### src/core/dcs_pkg.sv
// Constants for the deserializer configuration and status bank
package dcs_pkg;
   // Register offsets
   localparam logic [7:0] OFS_LINK = 8'h04;
   localparam logic [7:0] OFS_EQ = 8'h05;
   localparam logic [7:0] OFS_IRQGP = 8'h06;
   localparam logic [7:0] OFS_RSVA = 8'h07;
   localparam logic [7:0] OFS_RSVB = 8'h08;
   localparam logic [7:0] OFS_RSVC = 8'h09;
   localparam logic [7:0] OFS_RSVD = 8'h0A;
   localparam logic [7:0] OFS_RSVE = 8'h0B;
   localparam logic [7:0] OFS_THR = 8'h0C;
   localparam logic [7:0] OFS_DECCNT = 8'h0D;
   localparam logic [7:0] OFS_PATCNT = 8'h0E;
   localparam logic [7:0] OFS_AUDCLK = 8'h12;
   localparam logic [7:0] OFS_RSVF = 8'h13;
   localparam logic [7:0] OFS_DRV = 8'h14;
   localparam logic [7:0] OFS_IDENT = 8'h1E;
   localparam logic [7:0] OFS_CAPREV = 8'h1F;

   // Reset values of writable storage; counter zero, step and limit
   localparam logic [7:0] RST_LINK = 8'h03;
   localparam logic [7:0] RST_EQ_HI = 8'h24;
   localparam logic [7:0] RST_IRQGP = 8'h0F;
   localparam logic [7:0] RST_RSVA = 8'h54;
   localparam logic [7:0] RST_RSVB = 8'h30;
   localparam logic [7:0] RST_RSVC = 8'hC8;
   localparam logic [7:0] RST_RSVD = 8'h12;
   localparam logic [7:0] RST_RSVE = 8'h20;
   localparam logic [7:0] RST_THR = 8'h00;
   localparam logic [7:0] RST_AUDCLK = 8'h00;
   localparam logic [7:0] RST_RSVF = 8'h10;
   localparam logic [7:0] RST_DRV = 8'h01;
   localparam logic [7:0] CNT_ZERO = 8'h00;
   localparam logic [7:0] CNT_MAX = 8'hFF;
   localparam logic [7:0] CNT_ONE = 8'h01;

   // Field positions
   localparam int B_LOCK = 7;
   localparam int B_OUTOFF = 6;
   localparam int B_PATON = 5;
   localparam int B_SLEEP = 4;
   localparam int B_BACKCC = 1;
   localparam int B_FWDCC = 0;
   localparam int B_REGADDR = 7;
   localparam int B_HFOFF = 4;
   localparam int B_AUTOCLR = 6;
   localparam int B_IRQDIS = 5;
   localparam int B_IRQLVL = 4;
   localparam int B_GP1DRV = 3;
   localparam int B_GP1LVL = 2;
   localparam int B_GP0DRV = 1;
   localparam int B_GP0LVL = 0;
   localparam int B_AUDSRC = 7;
   localparam int B_DFORCE = 5;
   localparam int B_CMOSDS = 4;
   localparam int B_AUXLOW = 3;
   localparam int B_SPRLOW = 2;

   // Equalizer boost presets
   localparam logic [3:0] EQ_BOOST_HI = 4'h4;
   localparam logic [3:0] EQ_BOOST_LO = 4'h9;

   // Three-level strap codes from the pad detector
   localparam logic [1:0] STRAP_LOW = 2'h0;
   localparam logic [1:0] STRAP_HIGH = 2'h1;
   localparam logic [1:0] STRAP_OPEN = 2'h2;

   // Cycles after reset release before pins are sampled
   localparam logic [1:0] STRAP_SETTLE = 2'h3;
   localparam int SYNC_W = 9;
endpackage

### src/core/dcs_config_regs.sv
// Configuration and status register bank of the link deserializer
`timescale 1ns/1ps
// Behaviour
// - Lock flag mirrors link acquired output
// - Outputs enabled while outputs_off is zero
// - Pattern test off after power-up
// - Sleep default from control pins
// - Protocol select resets to I2C
// - Both control channels enabled at power-up
// - Master sends register address by default
// - Corner 3.75MHz, HF boost on (boost-off bit clear) at power-up
// - Boost level preset from eq pin
// - Error auto clear defaults off
// - Interrupt forwarded unless disabled; line readable
// - Pins driven from drive bits, levels readable
// - Decode error limit resets to zero
// - Decode error counter, read only
// - Pattern error counter, read only
// - Audio clock source and divider, zero disables
// - Bit 27 routed to aux and spare
// - Output current 3.5mA, no force
// - Normal driver strength by default
// - Capability register: zeros, no protection, revision
// - Power-up address from two strap pins
// - Bit 4 set only in deserializer address
module dcs_config_regs #(
   parameter logic [7:0] DEVICE_CODE = 8'h5A, // Arbitrary value
   parameter logic [3:0] REVISION = 4'h1 // Arbitrary value
) (
   input wire logic ref_clk,
   input wire logic resetn,
   input wire logic [7:0] reg_addr,
   input wire logic [7:0] reg_wdata,
   input wire logic reg_wr,
   input wire logic reg_rd,
   output logic [7:0] reg_rdata,
   output logic reg_rack,
   input wire logic link_lock,
   input wire logic irq_req,
   input wire logic remote_irq,
   input wire logic decode_err,
   input wire logic pattern_err,
   input wire logic rx_bit27,
   input wire logic ctl_dir_sel_pin,
   input wire logic ctl_link_mode_pin,
   input wire logic eq_preset_pin,
   input wire logic [1:0] gp_pin_in,
   input wire logic [1:0] strap_hi_pin,
   input wire logic [1:0] strap_lo_pin,
   output logic link_acquired_out,
   output logic outputs_on,
   output logic test_pattern_on,
   output logic sleep_on,
   output logic [1:0] base_link_protocol_sel,
   output logic back_ctl_chan_on,
   output logic fwd_ctl_chan_on,
   output logic master_regaddr_mode,
   output logic [1:0] eq_hpf_corner,
   output logic hf_boost_off,
   output logic [3:0] eq_boost_level,
   output logic err_auto_clear,
   output logic irq_forward,
   output logic decode_err_over,
   output logic [1:0] gp_pin_out,
   output logic audio_clk_source,
   output logic audio_clk_out,
   output logic aux1_out,
   output logic spare_bit_out,
   output logic [1:0] diff_out_current,
   output logic diff_out_force,
   output logic cmos_drive_strength,
   output logic [7:0] ser_addr_default,
   output logic [7:0] des_addr_default
);
   logic [dcs_pkg::SYNC_W-1:0] pins_async;
   logic [dcs_pkg::SYNC_W-1:0] pins_s;
   logic dir_sel_s;
   logic link_mode_s;
   logic eq_preset_s;
   logic [1:0] gp_lvl_s;
   logic [1:0] strap_hi_s;
   logic [1:0] strap_lo_s;
   logic [1:0] settle_reg;
   logic strap_done_reg;
   logic strap_take;
   logic [7:0] link_reg;
   logic [7:0] eq_reg;
   logic [7:0] irqgp_reg;
   logic [7:0] rsv_reg [0:5];
   logic [7:0] thr_reg;
   logic [7:0] deccnt_reg;
   logic [7:0] deccnt_next;
   logic [7:0] patcnt_reg;
   logic [7:0] patcnt_next;
   logic [7:0] aud_reg;
   logic [7:0] drv_reg;
   logic [6:0] div_cnt_reg;
   logic [6:0] aud_ratio;
   logic wr_link;
   logic wr_eq;
   logic wr_irqgp;
   logic rd_deccnt;
   logic rd_patcnt;
   logic pat_start;
   logic pat_on_d_reg;
   logic [7:0] rd_mux;

   // High bits of a strap: low gives 10, high 11, open 01
   function automatic logic [1:0] strap_hi_bits(input logic [1:0] code);
      case (code)
         dcs_pkg::STRAP_LOW: strap_hi_bits = 2'h2;
         dcs_pkg::STRAP_HIGH: strap_hi_bits = 2'h3;
         default: strap_hi_bits = 2'h1;
      endcase
   endfunction

   // Low strap: low gives 00, high 01, open 10
   function automatic logic [1:0] strap_lo_bits(input logic [1:0] code);
      case (code)
         dcs_pkg::STRAP_LOW: strap_lo_bits = 2'h0;
         dcs_pkg::STRAP_HIGH: strap_lo_bits = 2'h1;
         default: strap_lo_bits = 2'h2;
      endcase
   endfunction

   // Saturating event counter with set-over-clear
   function automatic logic [7:0] count_step(input logic [7:0] cur,
                                             input logic clr,
                                             input logic ev);
      logic [7:0] base;
      base = clr ? dcs_pkg::CNT_ZERO : cur;
      if (ev && base != dcs_pkg::CNT_MAX)
         count_step = base + dcs_pkg::CNT_ONE;
      else
         count_step = base;
   endfunction

   // Pins from outside are brought onto ref_clk first
   assign pins_async = {strap_lo_pin, strap_hi_pin, gp_pin_in,
                        eq_preset_pin, ctl_link_mode_pin, ctl_dir_sel_pin};

   dcs_pin_sync #(
      .W(dcs_pkg::SYNC_W)
   ) u_sync (
      .ref_clk(ref_clk),
      .resetn(resetn),
      .pin_in(pins_async),
      .pin_sync(pins_s)
   );

   assign dir_sel_s = pins_s[0];
   assign link_mode_s = pins_s[1];
   assign eq_preset_s = pins_s[2];
   assign gp_lvl_s = pins_s[4:3];
   assign strap_hi_s = pins_s[6:5];
   assign strap_lo_s = pins_s[8:7];

   // One sampling strobe once the synchronisers have settled
   always_ff @(posedge ref_clk)
   begin
      if (!resetn)
      begin
         settle_reg <= 2'h0;
         strap_done_reg <= 1'b0;
      end
      else if (!strap_done_reg)
      begin
         settle_reg <= settle_reg + 2'h1;
         if (settle_reg == dcs_pkg::STRAP_SETTLE)
            strap_done_reg <= 1'b1;
      end
   end

   assign strap_take = !strap_done_reg &&
                       (settle_reg == dcs_pkg::STRAP_SETTLE);

   // Write and read strobes for registers with side effects
   assign wr_link = reg_wr && reg_addr == dcs_pkg::OFS_LINK;
   assign wr_eq = reg_wr && reg_addr == dcs_pkg::OFS_EQ;
   assign wr_irqgp = reg_wr && reg_addr == dcs_pkg::OFS_IRQGP;
   assign rd_deccnt = reg_rd && reg_addr == dcs_pkg::OFS_DECCNT;
   assign rd_patcnt = reg_rd && reg_addr == dcs_pkg::OFS_PATCNT;

   // Link control; the lock bit is never stored from a write
   always_ff @(posedge ref_clk)
   begin
      if (!resetn)
         link_reg <= dcs_pkg::RST_LINK;
      else if (strap_take)
         link_reg[dcs_pkg::B_SLEEP] <= dir_sel_s & ~link_mode_s;
      else if (wr_link)
         link_reg <= {1'b0, reg_wdata[6:0]};
   end

   // Equalizer tuning; boost preset taken once from the pin
   always_ff @(posedge ref_clk)
   begin
      if (!resetn)
         eq_reg <= dcs_pkg::RST_EQ_HI;
      else if (strap_take)
         eq_reg[3:0] <= eq_preset_s ? dcs_pkg::EQ_BOOST_HI
                                    : dcs_pkg::EQ_BOOST_LO;
      else if (wr_eq)
         eq_reg <= reg_wdata;
   end

   // Interrupt and pin control; only drive and control bits stored
   always_ff @(posedge ref_clk)
   begin
      if (!resetn)
         irqgp_reg <= dcs_pkg::RST_IRQGP;
      else if (wr_irqgp)
      begin
         irqgp_reg[dcs_pkg::B_AUTOCLR] <= reg_wdata[dcs_pkg::B_AUTOCLR];
         irqgp_reg[dcs_pkg::B_IRQDIS] <= reg_wdata[dcs_pkg::B_IRQDIS];
         irqgp_reg[dcs_pkg::B_GP1DRV] <= reg_wdata[dcs_pkg::B_GP1DRV];
         irqgp_reg[dcs_pkg::B_GP0DRV] <= reg_wdata[dcs_pkg::B_GP0DRV];
      end
   end

   // Reserved storage keeps whatever software writes
   always_ff @(posedge ref_clk)
   begin
      if (!resetn)
      begin
         rsv_reg[0] <= dcs_pkg::RST_RSVA;
         rsv_reg[1] <= dcs_pkg::RST_RSVB;
         rsv_reg[2] <= dcs_pkg::RST_RSVC;
         rsv_reg[3] <= dcs_pkg::RST_RSVD;
         rsv_reg[4] <= dcs_pkg::RST_RSVE;
         rsv_reg[5] <= dcs_pkg::RST_RSVF;
      end
      else if (reg_wr)
      begin
         case (reg_addr)
            dcs_pkg::OFS_RSVA: rsv_reg[0] <= reg_wdata;
            dcs_pkg::OFS_RSVB: rsv_reg[1] <= reg_wdata;
            dcs_pkg::OFS_RSVC: rsv_reg[2] <= reg_wdata;
            dcs_pkg::OFS_RSVD: rsv_reg[3] <= reg_wdata;
            dcs_pkg::OFS_RSVE: rsv_reg[4] <= reg_wdata;
            dcs_pkg::OFS_RSVF: rsv_reg[5] <= reg_wdata;
            default: ;
         endcase
      end
   end

   // Plain writable control registers
   always_ff @(posedge ref_clk)
   begin
      if (!resetn)
      begin
         thr_reg <= dcs_pkg::RST_THR;
         aud_reg <= dcs_pkg::RST_AUDCLK;
         drv_reg <= dcs_pkg::RST_DRV;
      end
      else if (reg_wr)
      begin
         case (reg_addr)
            dcs_pkg::OFS_THR: thr_reg <= reg_wdata;
            dcs_pkg::OFS_AUDCLK: aud_reg <= reg_wdata;
            dcs_pkg::OFS_DRV: drv_reg <= reg_wdata;
            default: ;
         endcase
      end
   end

   // Error counters; a clearing read loses no coincident error
   assign deccnt_next = count_step(deccnt_reg,
      rd_deccnt && irqgp_reg[dcs_pkg::B_AUTOCLR], decode_err);
   assign pat_start = link_reg[dcs_pkg::B_PATON] && !pat_on_d_reg;
   assign patcnt_next = count_step(patcnt_reg,
      pat_start || (rd_patcnt && irqgp_reg[dcs_pkg::B_AUTOCLR]),
      pattern_err && link_reg[dcs_pkg::B_PATON]);

   always_ff @(posedge ref_clk)
   begin
      if (!resetn)
      begin
         deccnt_reg <= dcs_pkg::CNT_ZERO;
         patcnt_reg <= dcs_pkg::CNT_ZERO;
         pat_on_d_reg <= 1'b0;
      end
      else
      begin
         deccnt_reg <= deccnt_next;
         patcnt_reg <= patcnt_next;
         pat_on_d_reg <= link_reg[dcs_pkg::B_PATON];
      end
   end

   // Audio clock divider; odd ratios give a short high phase
   assign aud_ratio = aud_reg[6:0];

   always_ff @(posedge ref_clk)
   begin
      if (!resetn)
         div_cnt_reg <= 7'h00;
      else if (aud_ratio == 7'h00 || div_cnt_reg >= aud_ratio - 7'h01)
         div_cnt_reg <= 7'h00;
      else
         div_cnt_reg <= div_cnt_reg + 7'h01;
   end

   always_ff @(posedge ref_clk)
   begin
      if (!resetn)
         audio_clk_out <= 1'b0;
      else if (aud_ratio == 7'h00)
         audio_clk_out <= 1'b0;
      else
         audio_clk_out <= div_cnt_reg < (aud_ratio >> 1);
   end

   // Read data mux; live hardware values replace stored ones
   always_comb
   begin
      rd_mux = 8'h00;
      case (reg_addr)
         dcs_pkg::OFS_LINK:
            rd_mux = {link_acquired_out, link_reg[6:0]};
         dcs_pkg::OFS_EQ: rd_mux = eq_reg;
         dcs_pkg::OFS_IRQGP:
            rd_mux = {1'b0, irqgp_reg[6:5], remote_irq,
                      irqgp_reg[3], gp_lvl_s[1],
                      irqgp_reg[1], gp_lvl_s[0]};
         dcs_pkg::OFS_RSVA: rd_mux = rsv_reg[0];
         dcs_pkg::OFS_RSVB: rd_mux = rsv_reg[1];
         dcs_pkg::OFS_RSVC: rd_mux = rsv_reg[2];
         dcs_pkg::OFS_RSVD: rd_mux = rsv_reg[3];
         dcs_pkg::OFS_RSVE: rd_mux = rsv_reg[4];
         dcs_pkg::OFS_THR: rd_mux = thr_reg;
         dcs_pkg::OFS_DECCNT: rd_mux = deccnt_reg;
         dcs_pkg::OFS_PATCNT: rd_mux = patcnt_reg;
         dcs_pkg::OFS_AUDCLK: rd_mux = aud_reg;
         dcs_pkg::OFS_RSVF: rd_mux = rsv_reg[5];
         dcs_pkg::OFS_DRV: rd_mux = drv_reg;
         dcs_pkg::OFS_IDENT: rd_mux = DEVICE_CODE;
         dcs_pkg::OFS_CAPREV: rd_mux = {3'h0, 1'b0, REVISION};
         default: rd_mux = 8'h00;
      endcase
   end

   // Read answer one cycle after the strobe
   always_ff @(posedge ref_clk)
   begin
      if (!resetn)
      begin
         reg_rdata <= 8'h00;
         reg_rack <= 1'b0;
      end
      else
      begin
         reg_rack <= reg_rd;
         if (reg_rd)
            reg_rdata <= rd_mux;
      end
   end

   // Power-up device addresses, bits 5 and 1 and R/W held at zero
   always_ff @(posedge ref_clk)
   begin
      if (!resetn)
      begin
         ser_addr_default <= 8'h00;
         des_addr_default <= 8'h00;
      end
      else if (strap_take)
      begin
         ser_addr_default <= {strap_hi_bits(strap_hi_s), 1'b0, 1'b0,
                              strap_lo_bits(strap_lo_s), 2'h0};
         des_addr_default <= {strap_hi_bits(strap_hi_s), 1'b0, 1'b1,
                              strap_lo_bits(strap_lo_s), 2'h0};
      end
   end

   // Status and control outputs, all from flops
   always_ff @(posedge ref_clk)
   begin
      if (!resetn)
      begin
         link_acquired_out <= 1'b0;
         irq_forward <= 1'b0;
         decode_err_over <= 1'b0;
         aux1_out <= 1'b0;
         spare_bit_out <= 1'b0;
      end
      else
      begin
         link_acquired_out <= link_lock;
         irq_forward <= irq_req && !irqgp_reg[dcs_pkg::B_IRQDIS];
         decode_err_over <= deccnt_next > thr_reg;
         aux1_out <= rx_bit27 && !drv_reg[dcs_pkg::B_AUXLOW];
         spare_bit_out <= rx_bit27 && !drv_reg[dcs_pkg::B_SPRLOW];
      end
   end

   // Registered copies of configuration fields
   always_ff @(posedge ref_clk)
   begin
      if (!resetn)
      begin
         outputs_on <= 1'b1;
         test_pattern_on <= 1'b0;
         sleep_on <= 1'b0;
         base_link_protocol_sel <= 2'h0;
         back_ctl_chan_on <= 1'b1;
         fwd_ctl_chan_on <= 1'b1;
         master_regaddr_mode <= 1'b0;
         eq_hpf_corner <= 2'h1;
         hf_boost_off <= 1'b0;
         eq_boost_level <= dcs_pkg::EQ_BOOST_HI;
         err_auto_clear <= 1'b0;
         gp_pin_out <= 2'h3;
         audio_clk_source <= 1'b0;
         diff_out_current <= 2'h1;
         diff_out_force <= 1'b0;
         cmos_drive_strength <= 1'b0;
      end
      else
      begin
         outputs_on <= !link_reg[dcs_pkg::B_OUTOFF];
         test_pattern_on <= link_reg[dcs_pkg::B_PATON];
         sleep_on <= link_reg[dcs_pkg::B_SLEEP];
         base_link_protocol_sel <= link_reg[3:2];
         back_ctl_chan_on <= link_reg[dcs_pkg::B_BACKCC];
         fwd_ctl_chan_on <= link_reg[dcs_pkg::B_FWDCC];
         master_regaddr_mode <= eq_reg[dcs_pkg::B_REGADDR];
         eq_hpf_corner <= eq_reg[6:5];
         hf_boost_off <= eq_reg[dcs_pkg::B_HFOFF];
         eq_boost_level <= eq_reg[3:0];
         err_auto_clear <= irqgp_reg[dcs_pkg::B_AUTOCLR];
         gp_pin_out <= {irqgp_reg[dcs_pkg::B_GP1DRV],
                        irqgp_reg[dcs_pkg::B_GP0DRV]};
         audio_clk_source <= aud_reg[dcs_pkg::B_AUDSRC];
         diff_out_current <= drv_reg[1:0];
         diff_out_force <= drv_reg[dcs_pkg::B_DFORCE];
         cmos_drive_strength <= drv_reg[dcs_pkg::B_CMOSDS];
      end
   end
endmodule // dcs_config_regs

### src/core/dcs_pin_sync.sv
// Two-stage synchroniser for the asynchronous pin inputs
`timescale 1ns/1ps
module dcs_pin_sync #(
   parameter int W = 1
) (
   input wire logic ref_clk,
   input wire logic resetn,
   input wire logic [W-1:0] pin_in,
   output logic [W-1:0] pin_sync
);
   logic [W-1:0] meta_reg;

   // First stage feeds only the second stage
   always_ff @(posedge ref_clk)
   begin
      if (!resetn)
      begin
         meta_reg <= '0;
         pin_sync <= '0;
      end
      else
      begin
         meta_reg <= pin_in;
         pin_sync <= meta_reg;
      end
   end
endmodule // dcs_pin_sync

### config.mk
export PLATFORM = sky130hd
export DESIGN_NAME = dcs_config_regs
export DESIGN_NICKNAME = d
export VERILOG_FILES = /design/src/core/dcs_pkg.sv /design/src/core/dcs_config_regs.sv /design/src/core/dcs_pin_sync.sv
export SDC_FILE = /design/constraint.sdc
export NUM_CORES = 1
export LEC_CHECK = 0
export BUFFER_PORTS_ARGS = -buffer_cell sky130_fd_sc_hd__clkbuf_2
export CORE_UTILIZATION = 63
export CTS_BUF_LIST = sky130_fd_sc_hd__clkbuf_8
export DETAILED_ROUTE_END_ITERATION = 8
export GPL_TIMING_DRIVEN = 0
export PLACE_DENSITY = 0.89
export RECOVER_POWER = 25
export SLEW_MARGIN = 5
export SYNTH_ARGS = -nofsm -noshare
export SYNTH_HDL_FRONTEND = slang
export SYNTH_SLANG_ARGS = --single-unit
### constraint.sdc
create_clock -name ref_clk -period 10.2 [get_ports ref_clk]
set_clock_uncertainty 0.05 [all_clocks]
set_input_delay 1.53 -clock ref_clk [delete_from_list [all_inputs] [get_ports ref_clk]]
set_output_delay 1.53 -clock ref_clk [all_outputs]
set_load 0.1 [all_outputs]
==> metrics.txt, run 1 <==
status complete, no violations; Die Y 117 um; vias in the first global route around 6,200; Post-layout nets approximately 1,000; via count approximately 6,900; first-pass GRT wire length around 35 mm; synthesized area per cell a little under 10 um2; Rel. slew slack slightly above 9%; Reg2Reg Depth 17; Cells on Worst Hold Path 1; yosys warns 0; vias per std cell 6.11; power per cell area between 150 and 200 nW/um2; Initial Util between 60% and 70%; ys async rst share 0%; worst-path fanout max 10; required time worst endpoint 10.53 ns; number of diodes 0; DIE WIDTH ~120 um; Syn Inst Count around 850; Crit. End Element register; wire per inst roughly 21 um; Max Slew Vio Count 0; Max Cap Viol 0; setup TNS 0 ns; Peak supply drop between 0.15 and 0.2 mV; Post-DP HPWL 17.2 mm; Fillers between 900 and 1,000; gpl congestion around 1.0; Boundary Pins 89; die area ~14,000 um2; Clock Path Buffers 2; Initial DRT Pass Iterations 9; crit path DAT 5.34 ns; Seq/Total Area, Yosys roughly half; CTS Sinks between 150 and 200; Post-Syn Area ~8300 um2; hold-fix buffer count after cts 0; number of post-CTS setup repair buffers 0; crit path cell chain clkbuf_2 > and4bb_1 > nand2_1 > nor3_1 > clkbuf_1 > nor2b_1 > ha_1 > nand4_1 > or2_2 > clkbuf_1 > nand2_1 > a22o_1 > ha_1 > nor2b_1 > o21ai_0 > nand2b_1 > a21oi_1 > o21ai_0 > o211a_1; largest area contributor in the netlist dfxtp_1; total CTS buffers 17; Total GRT Usage 36.3%; critical path class input pin to register; WL final 23.5 mm; Total Power around 1400 uW; Area growth, synth to finish 12.2%; slew at the pin closest to its max-slew limit around 1.3 ns; min-delay worst type register to register; initial antenna violation count 0; RR Endpoint decode_err_over; Rows between 40 and 50; Yosys reg bits 178; top_reg_cell synth dfxtp_1; Skew-Pair Late Insertion Delay roughly 0.49 ns; largest net degree at the start of global routing 19; most instantiated library cell after synthesis dfxtp_1; reg2reg start irqgp_reg[6]; starting DRC count in detailed routing 945; Root Driver clkbuf_8; RSZ-0062 raised after global routing no; crit start category input pin; hold path endpoint outputs_on; post-cts sizing count 0; synth top area cells dfxtp_1, edfxtp_1, mux2i_1; I/O Buffers 75; Antenna Nets Post-Route 0; H-tree depth 4; Final period util 49.1%; clock slew at reported path FFs about 0.1 ns; Pleak between 0.003 and 0.004 uW; setup slack, reg-to-reg 6.37 ns; Hold Crit Start link_reg[6]; total congestion overflow 0; CTS tree built; # DRC 0; largest stage delay on the critical path 0.54 ns; max frequency around 200 MHz; Largest register FFs 48; Distinct cells, synth 70; critical path's slowest cell nor3_1; Final Hold Fails 0; Final setup viols 0; top cell type's share of synthesized area 31.5%; post-layout minimum cycle time 5.01 ns; share of cells above drive strength 1 approximately 15%; core area about 13,000 um2; number of flops mapped to enable cells by yosys 48; most common library cells after synthesis dfxtp_1, nor2_1, and2_1
stage by stage:
| step | cells | setup slack [ns] | hold WS [ns] | utilization, % | instance area [um2] |
|---|---|---|---|---|---|
| floorplan | 851 | 5.52 | 0.320 | - | 8290 |
| global placement | 1098 | 4.86 | 0.346 | 69.8 | 8880 |
| detailed placement | 1098 | 4.81 | 0.347 | 69.8 | 8880 |
| CTS | 1130 | 5.30 | 0.370 | 73.0 | 9290 |
| global route | 1130 | 4.98 | 0.396 | 72.9 | 9280 |
| finish | 1130 | 5.19 | 0.374 | 72.9 | 9280 |
worst max-delay path by stage:
stage / from / to
after global placement: reg_addr[6] / decode_err_over
after CTS: reg_addr[6] / decode_err_over
final: reg_addr[6] / decode_err_over
after detailed placement: reg_addr[6] / decode_err_over
after floorplan: reg_addr[3] / decode_err_over
after global routing: reg_addr[6] / decode_err_over
worst max-delay path, delay by kind of cell:
family	cells	cell delay [ns]
AO/OA/AOI/OAI	5	0.71
buffers and inverters	3	0.74
adder cells (fa/ha/maj)	2	0.52
AND/OR/NAND/NOR	9	1.84
report_power, final:
part	leakage (uW)	total (uW)	internal, uW	switching, uW
registers	0.00152	757	745	11.7
logic	0.00203	153	37.4	115
clock network	0.000201	492	205	286
total	0.00375	1400	988	413
area by class of cell:
| class | instances | area [um2] | area share [%] |
|---|---|---|---|
| clock buffer | 17 | 234 | 2.52 |
| sequential | 178 | 4040 | 43.6 |
| inverter | 21 | 78.8 | 0.850 |
| multi-input combinational | 590 | 3880 | 41.8 |
| timing repair buffer | 75 | 368 | 3.97 |
| tap | 172 | 215 | 2.32 |
| clock inverter | 15 | 174 | 1.87 |
| buffer | 62 | 287 | 3.09 |
cell families (layout without fill, tap and decap cells):
kind of cell / after synthesis / after routing / share of synthesized area (%)
other: 1 / 7 / 0.0454
AND/OR/NAND/NOR: 348 / 348 / 21.9
multiplexers: 62 / 62 / 8.08
buffers and inverters: 83 / 190 / 4.44
adder cells (fa/ha/maj): 26 / 26 / 3.94
flip-flops: 178 / 178 / 48.9
XOR/XNOR: 14 / 14 / 1.48
AO/OA/AOI/OAI: 133 / 133 / 11.2
layout by cell type, fill, tap and decap left out, types with 5 or more instances in the layout:
cell,n
buf_1,6
xor2_1,8
and2_0,13
buf_2,7
nand2_1,55
clkbuf_2,69
dfxtp_1,130
mux2i_1,51
buf_4,11
o22ai_1,5
and2_1,65
nor2b_1,7
nand4_1,7
nand3_1,39
ha_1,26
nand3b_1,7
a21o_1,9
nor3_1,18
a211oi_1,8
inv_1,21
mux2_2,8
edfxtp_1,48
xnor2_1,6
and3_1,6
clkbuf_8,17
conb_1,7
a21oi_1,28
inv_8,5
a22oi_1,15
o21ai_0,18
nand2b_1,14
or3_1,17
clkbuf_1,43
nor2_1,82
layer usage:
layer	global-route usage, %	vias up	share of wire, %
li1	-	3166	-
met1	46.4	3220	40
met2	53.7	434	43
met3	13.3	79	12
met4	19.2	0	4.8
met5	0	-	0
No activity file was read; power rests on OpenSTA's default activity.
==> run 2: changes to the inputs <==
ABC_AREA = 1   (was not set)
CORE_UTILIZATION = 61   (was 63)
PLACE_DENSITY = 0.86   (was 0.89)
clock period = 5.1 ns   (was 10.2 ns; I/O delays follow)
==> run 2 against run 1 <==
  * First-iteration DRC count up 2.5%
  * Synthesized area up 2.6%
  * Register-to-register slack worse by 4.2 ns
  * Worst hold slack worse by 0.0052 ns
  * Synthesized cell count up 25%
  * Critical path type unchanged
==> metrics.txt, run 2 <==
Largest register FFs 48; Rows 42; Antenna Nets Post-Route 0; number of post-CTS setup repair buffers 0; min-delay worst type register to register; Rel. slew slack 26.1%; total congestion overflow 0; Post-DP HPWL 16.7 mm; number of diodes 0; die area 14,400 um2; slew at the pin closest to its max-slew limit 1.10 ns; Skew-Pair Late Insertion Delay 0.49 ns; Root Driver clkbuf_8; gpl congestion 1.03; Total Power around 2800 uW; Peak supply drop 0.269 mV; vias in the first global route between 6,000 and 7,000; Boundary Pins 89; Yosys reg bits 178; WL final about 23 mm; Seq/Total Area, Yosys about 48%; yosys warns 0; clock slew at reported path FFs about 0.090 ns; Die Y 120 um; ys async rst share 0%; DIE WIDTH 120 um; first-pass GRT wire length around 35 mm; Clock Path Buffers 2; multi-input logic area between 3000 and 4000 um2; crit start category input pin; Total GRT Usage approximately a third; initial antenna violation count 0; Final period util 72.7%; RSZ-0062 raised after global routing no; hold-fix buffer count after cts 0; Max Cap Viol 0; synthesized area per cell 8.02 um2; Syn Inst Count 1,057; via count around 7,600; crit path DAT 4.02 ns; vias per std cell 5.63; number of flops mapped to enable cells by yosys 48; CTS Sinks around 180; post-layout minimum cycle time about 3.7 ns; setup TNS 0 ns; total CTS buffers 17; Initial Util 63.3%; status complete, no violations; H-tree depth 4; max frequency roughly 270 MHz; most common library cells after synthesis nand2_1, dfxtp_1, nand3_1; Pleak about 0.0045 uW; core area 13,400 um2; Post-layout nets between 1,000 and 1,500; CTS tree built; power per cell area between 200 and 300 nW/um2; Area growth, synth to finish 11.8%; I/O Buffers 80; post-cts sizing count 0; commonest non-fill, non-tap cell in the layout nand2_1; share of cells above drive strength 1 14.8%; required time worst endpoint 5.41 ns; wire per inst between 15 and 20 um; Final Hold Fails 0; top_reg_cell synth dfxtp_1; Distinct cells, synth 49; worst-path fanout max 10; commonest non-fill, non-tap cells in the layout nand2_1, dfxtp_1, nor2_1, nand3_1, inv_1; largest area contributor in the netlist dfxtp_1; top cell type's share of synthesized area a little under a third; starting DRC count in detailed routing between 900 and 1,000; synth top area cells dfxtp_1, edfxtp_1, nand2_1; Crit. End Element register; # DRC 0; register area a little over 4000 um2; Max Slew Vio Count 0; most instantiated library cell after synthesis nand2_1; Initial DRT Pass Iterations 5; critical path class input pin to register; Final setup viols 0; Post-Syn Area between 8000 and 9000 um2; largest net degree at the start of global routing 19; Fillers ~1,100
run 2: per-stage QoR:
stage	utilization, %	hold WS [ns]	worst slack [ns]	area (um2)	instances
6_report	70.7	0.369	1.39	9480	1351
5_1_grt	70.7	0.383	1.22	9480	1351
2_1_floorplan	-	0.318	2.07	8500	1063
4_1_cts	71.1	0.369	2.03	9530	1351
3_5_place_dp	68.1	0.345	1.55	9130	1319
3_3_place_gp	68.1	0.344	1.56	9130	1319
run 2: cell families (layout without fill, tap and decap cells):
kind of cell | after synthesis | in the layout | synth area share, %
other | 1 | 7 | 0.0442
buffers and inverters | 173 | 285 | 8.85
XOR/XNOR | 15 | 15 | 1.64
flip-flops | 178 | 178 | 47.7
adder cells (fa/ha/maj) | 26 | 26 | 3.84
AO/OA/AOI/OAI | 146 | 146 | 9.26
AND/OR/NAND/NOR | 518 | 518 | 28.7
run 2: worst max-delay path, stage by stage:
cell,delay (ns)
clkbuf_2,0.08
inv_1,0.16
nand2_4,0.05
nor2_1,0.74
nand3_4,0.19
buf_6,0.21
nand2_1,0.05
inv_1,0.07
ha_1,0.21
inv_1,0.06
nor2_1,0.06
nand2_4,0.13
nand2_4,0.09
o21ai_1,0.18
inv_1,0.07
ha_1,0.29
nand2_1,0.06
o21ai_0,0.16
nand2_1,0.07
a221oi_1,0.31
run 2: area by class of cell:
class	count	area share, %
Clock inverter	15	1.82
Timing Repair Buffer	80	4.21
Tap cell	176	2.32
Multi-Input combinational cell	712	38.7
Inverter	131	5.19
Clock buffer	17	2.47
Sequential cell	178	42.7
Buffer	42	2.63
run 2: power by group:
part	switching [uW]	total, uW	internal, uW
combinational	258	320	62.6
sequential	22.3	1520	1500
clock	567	978	411
run 2: routing by layer:
| metal | vias to the layer above | share of wire (%) | GRT usage [%] | wire length (um) |
|---|---|---|---|---|
| li1 | 3662 | - | - | - |
| met1 | 3451 | 42 | 42.5 | 9450 |
| met2 | 418 | 45 | 50.8 | 10200 |
| met3 | 78 | 9.6 | 7.56 | 2180 |
| met4 | 0 | 4.1 | 16.1 | 924 |
| met5 | - | 0 | 0 | 0 |
run 2: worst paths after layout:
path                              to               start  cells past startpoint  slack (ns)
hold / removal    u_sync.pin_sync[0]  u_sync.meta_reg[0]                      2        0.37
hold reg to reg   u_sync.pin_sync[0]  u_sync.meta_reg[0]                      2        0.37
setup reg to reg     decode_err_over        irqgp_reg[6]                     18        2.17
setup / recovery     decode_err_over         reg_addr[5]                     20        1.39
==> run 3: changes to the inputs <==
CORE_UTILIZATION = 55   (was 61)
PLACE_DENSITY = 0.82   (was 0.86)
clock period = 3.1 ns   (was 5.1 ns; I/O delays follow)
==> run 3 against run 2 <==
  * Largest cell class unchanged
  * Sequential share of layout area is 0.073 points lower
  * Die area is 11% higher
  * Combinational power is 65% higher
  * Setup slack worse by 1.1 ns
  * Cell count is 0.89% higher
  * Power is 66% higher
  * Via count is 0.67% higher
  * Worst hold slack worse by 0.26 ns
  * Sequential power is 64% higher
  * Wire length is 2.0% higher
==> metrics.txt, run 3 (synthesized netlist as in run 2, its figures left out) <==
post-layout minimum cycle time 2.81 ns; Cells on Worst Hold Path 3; setup slack, reg-to-reg just under 0.3 ns; Crit. End Element register; CTS tree built; Largest register FFs 48; Post-layout nets between 1,000 and 1,500; Post-DP HPWL around 17 mm; commonest non-fill, non-tap cells in the layout nand2_1, dfxtp_1, nand3_1; Peak supply drop between 0.3 and 0.4 mV; status complete, no violations; clock slew at reported path FFs about 0.1 ns; crit path DAT 3.16 ns; commonest non-fill, non-tap cell in the layout nand2_1; Final period util a little over 90%; worst-path fanout max 10; DIE WIDTH approximately 130 um; Boundary Pins 89; die area about 16,000 um2; fin area around 9500 um2; Final setup viols 0; reg2reg start irqgp_reg[6]; RSZ-0062 raised after global routing no; Total GRT Usage 29.8%; Max Slew Vio Count 0; setup TNS 0 ns; core area between 15,000 and 20,000 um2; gpl congestion 0.996; Hold Slack approximately 0.11 ns; min-delay worst type input pin to register; required time worst endpoint about 3.4 ns; hold-fix buffer count after cts 0; non-filler instance count after layout about 1,400; share of cells above drive strength 1 ~14%; Placed Cells around 1,300; total CTS buffers 17; Skew-Pair Late Insertion Delay slightly below 0.5 ns; Area growth, synth to finish 11.9%; Rows 45; max frequency around 360 MHz; critical path class register to register; via count between 7,000 and 8,000; vias in the first global route between 6,000 and 7,000; Antenna Nets Post-Route 0; vias per std cell 5.62; Final Hold Fails 0; initial antenna violation count 0; largest net degree at the start of global routing 19; WL final ~23 mm; Max Cap Viol 0; H-tree depth 4; crit start category register; hold path endpoint u_sync.meta_reg[3]; I/O Buffers 80; number of diodes 0; RR Endpoint decode_err_over; first-pass GRT wire length ~36 mm; # DRC 0; placed instance area around 9100 um2; starting DRC count in detailed routing around 900; Die Y around 130 um; Reg2Reg Depth 19; total congestion overflow 0; power per cell area 492 nW/um2; Rel. slew slack between 20% and 30%; Clock Path Buffers 2; Hold Crit Start gp_pin_in[0]; Pleak 0.00450 uW; Initial Util 56.0%; Root Driver clkbuf_8; wire per inst around 17 um; Initial DRT Pass Iterations 6; CTS Sinks 178; crit path from irqgp_reg[6]; slew at the pin closest to its max-slew limit around 1.2 ns
==> run 3: cell count changes in the layout (fill, tap and decap cells not counted), moves of 2 or more <==
cell / change
clkbuf_2: -2
nand2_1: +3
inv_2: -3
inv_8: +3
inv_6: -3
nand2_2: -2
==> run 3: where the power goes <==
group          switching, uW  total [uW]  internal (uW)
Sequential              38.8        2500           2460
Combinational            425         528            103
Clock                    939        1640            703
==> run 3: layout make-up <==
class | count | area, um2
tap | 188 | 235
buffer | 42 | 250
sequential | 178 | 4040
timing repair buffer | 80 | 397
clock buffer | 18 | 248
inverter | 131 | 492
multi-input combinational | 712 | 3660
clock inverter | 14 | 166
fill | 1320 | 5650
==> run 3: metal layers <==
layer	GRT usage (%)	wire length (um)	vias to the layer above
li1	-	-	3658
met1	39.5	9630	3529
met2	46.0	10500	399
met3	6.16	2090	74
met4	15.2	1010	0
met5	0	0	-
==> run 3: what timing repair did <==
item                                    CTS  global route
endpoints found under the setup margin    0             1
buffers inserted                          0             0
gates resized for setup                   0             1
==> run 3: how the worst max path moves through the flow <==
stage               cells after the start         endpoint
floorplan                              19  decode_err_over
global placement                       20  decode_err_over
detailed placement                     20  decode_err_over
CTS                                    19  decode_err_over
global route                           19  decode_err_over
finish                                 19  decode_err_over
==> run 3: stage by stage <==
stage / total power (uW) / worst slack, ns / utilization [%]
3_3_place_gp: 3060 / -0.0477 / 60.3
3_5_place_dp: 3080 / -0.0676 / 60.3
6_report: 4670 / 0.289 / 62.7
4_1_cts: 4670 / 0.287 / 63.1
2_1_floorplan: 2930 / 0.369 / -
5_1_grt: 4800 / 0.0139 / 62.7
==> run 3: critical path, stage by stage (launching register included) <==
cell      delay [ns]
dfxtp_1         0.36
nand2_1         0.09
inv_1           0.09
nand3_4         0.12
buf_6           0.15
nand2_1         0.06
inv_1           0.11
ha_2            0.21
inv_1           0.04
nor2_1          0.17
nand2_4         0.12
nand2_4         0.12
nand2_1         0.06
o21ai_1         0.11
inv_1           0.07
ha_1            0.29
a21oi_1         0.06
o21ai_0         0.14
nand2_1         0.07
a221oi_1        0.22
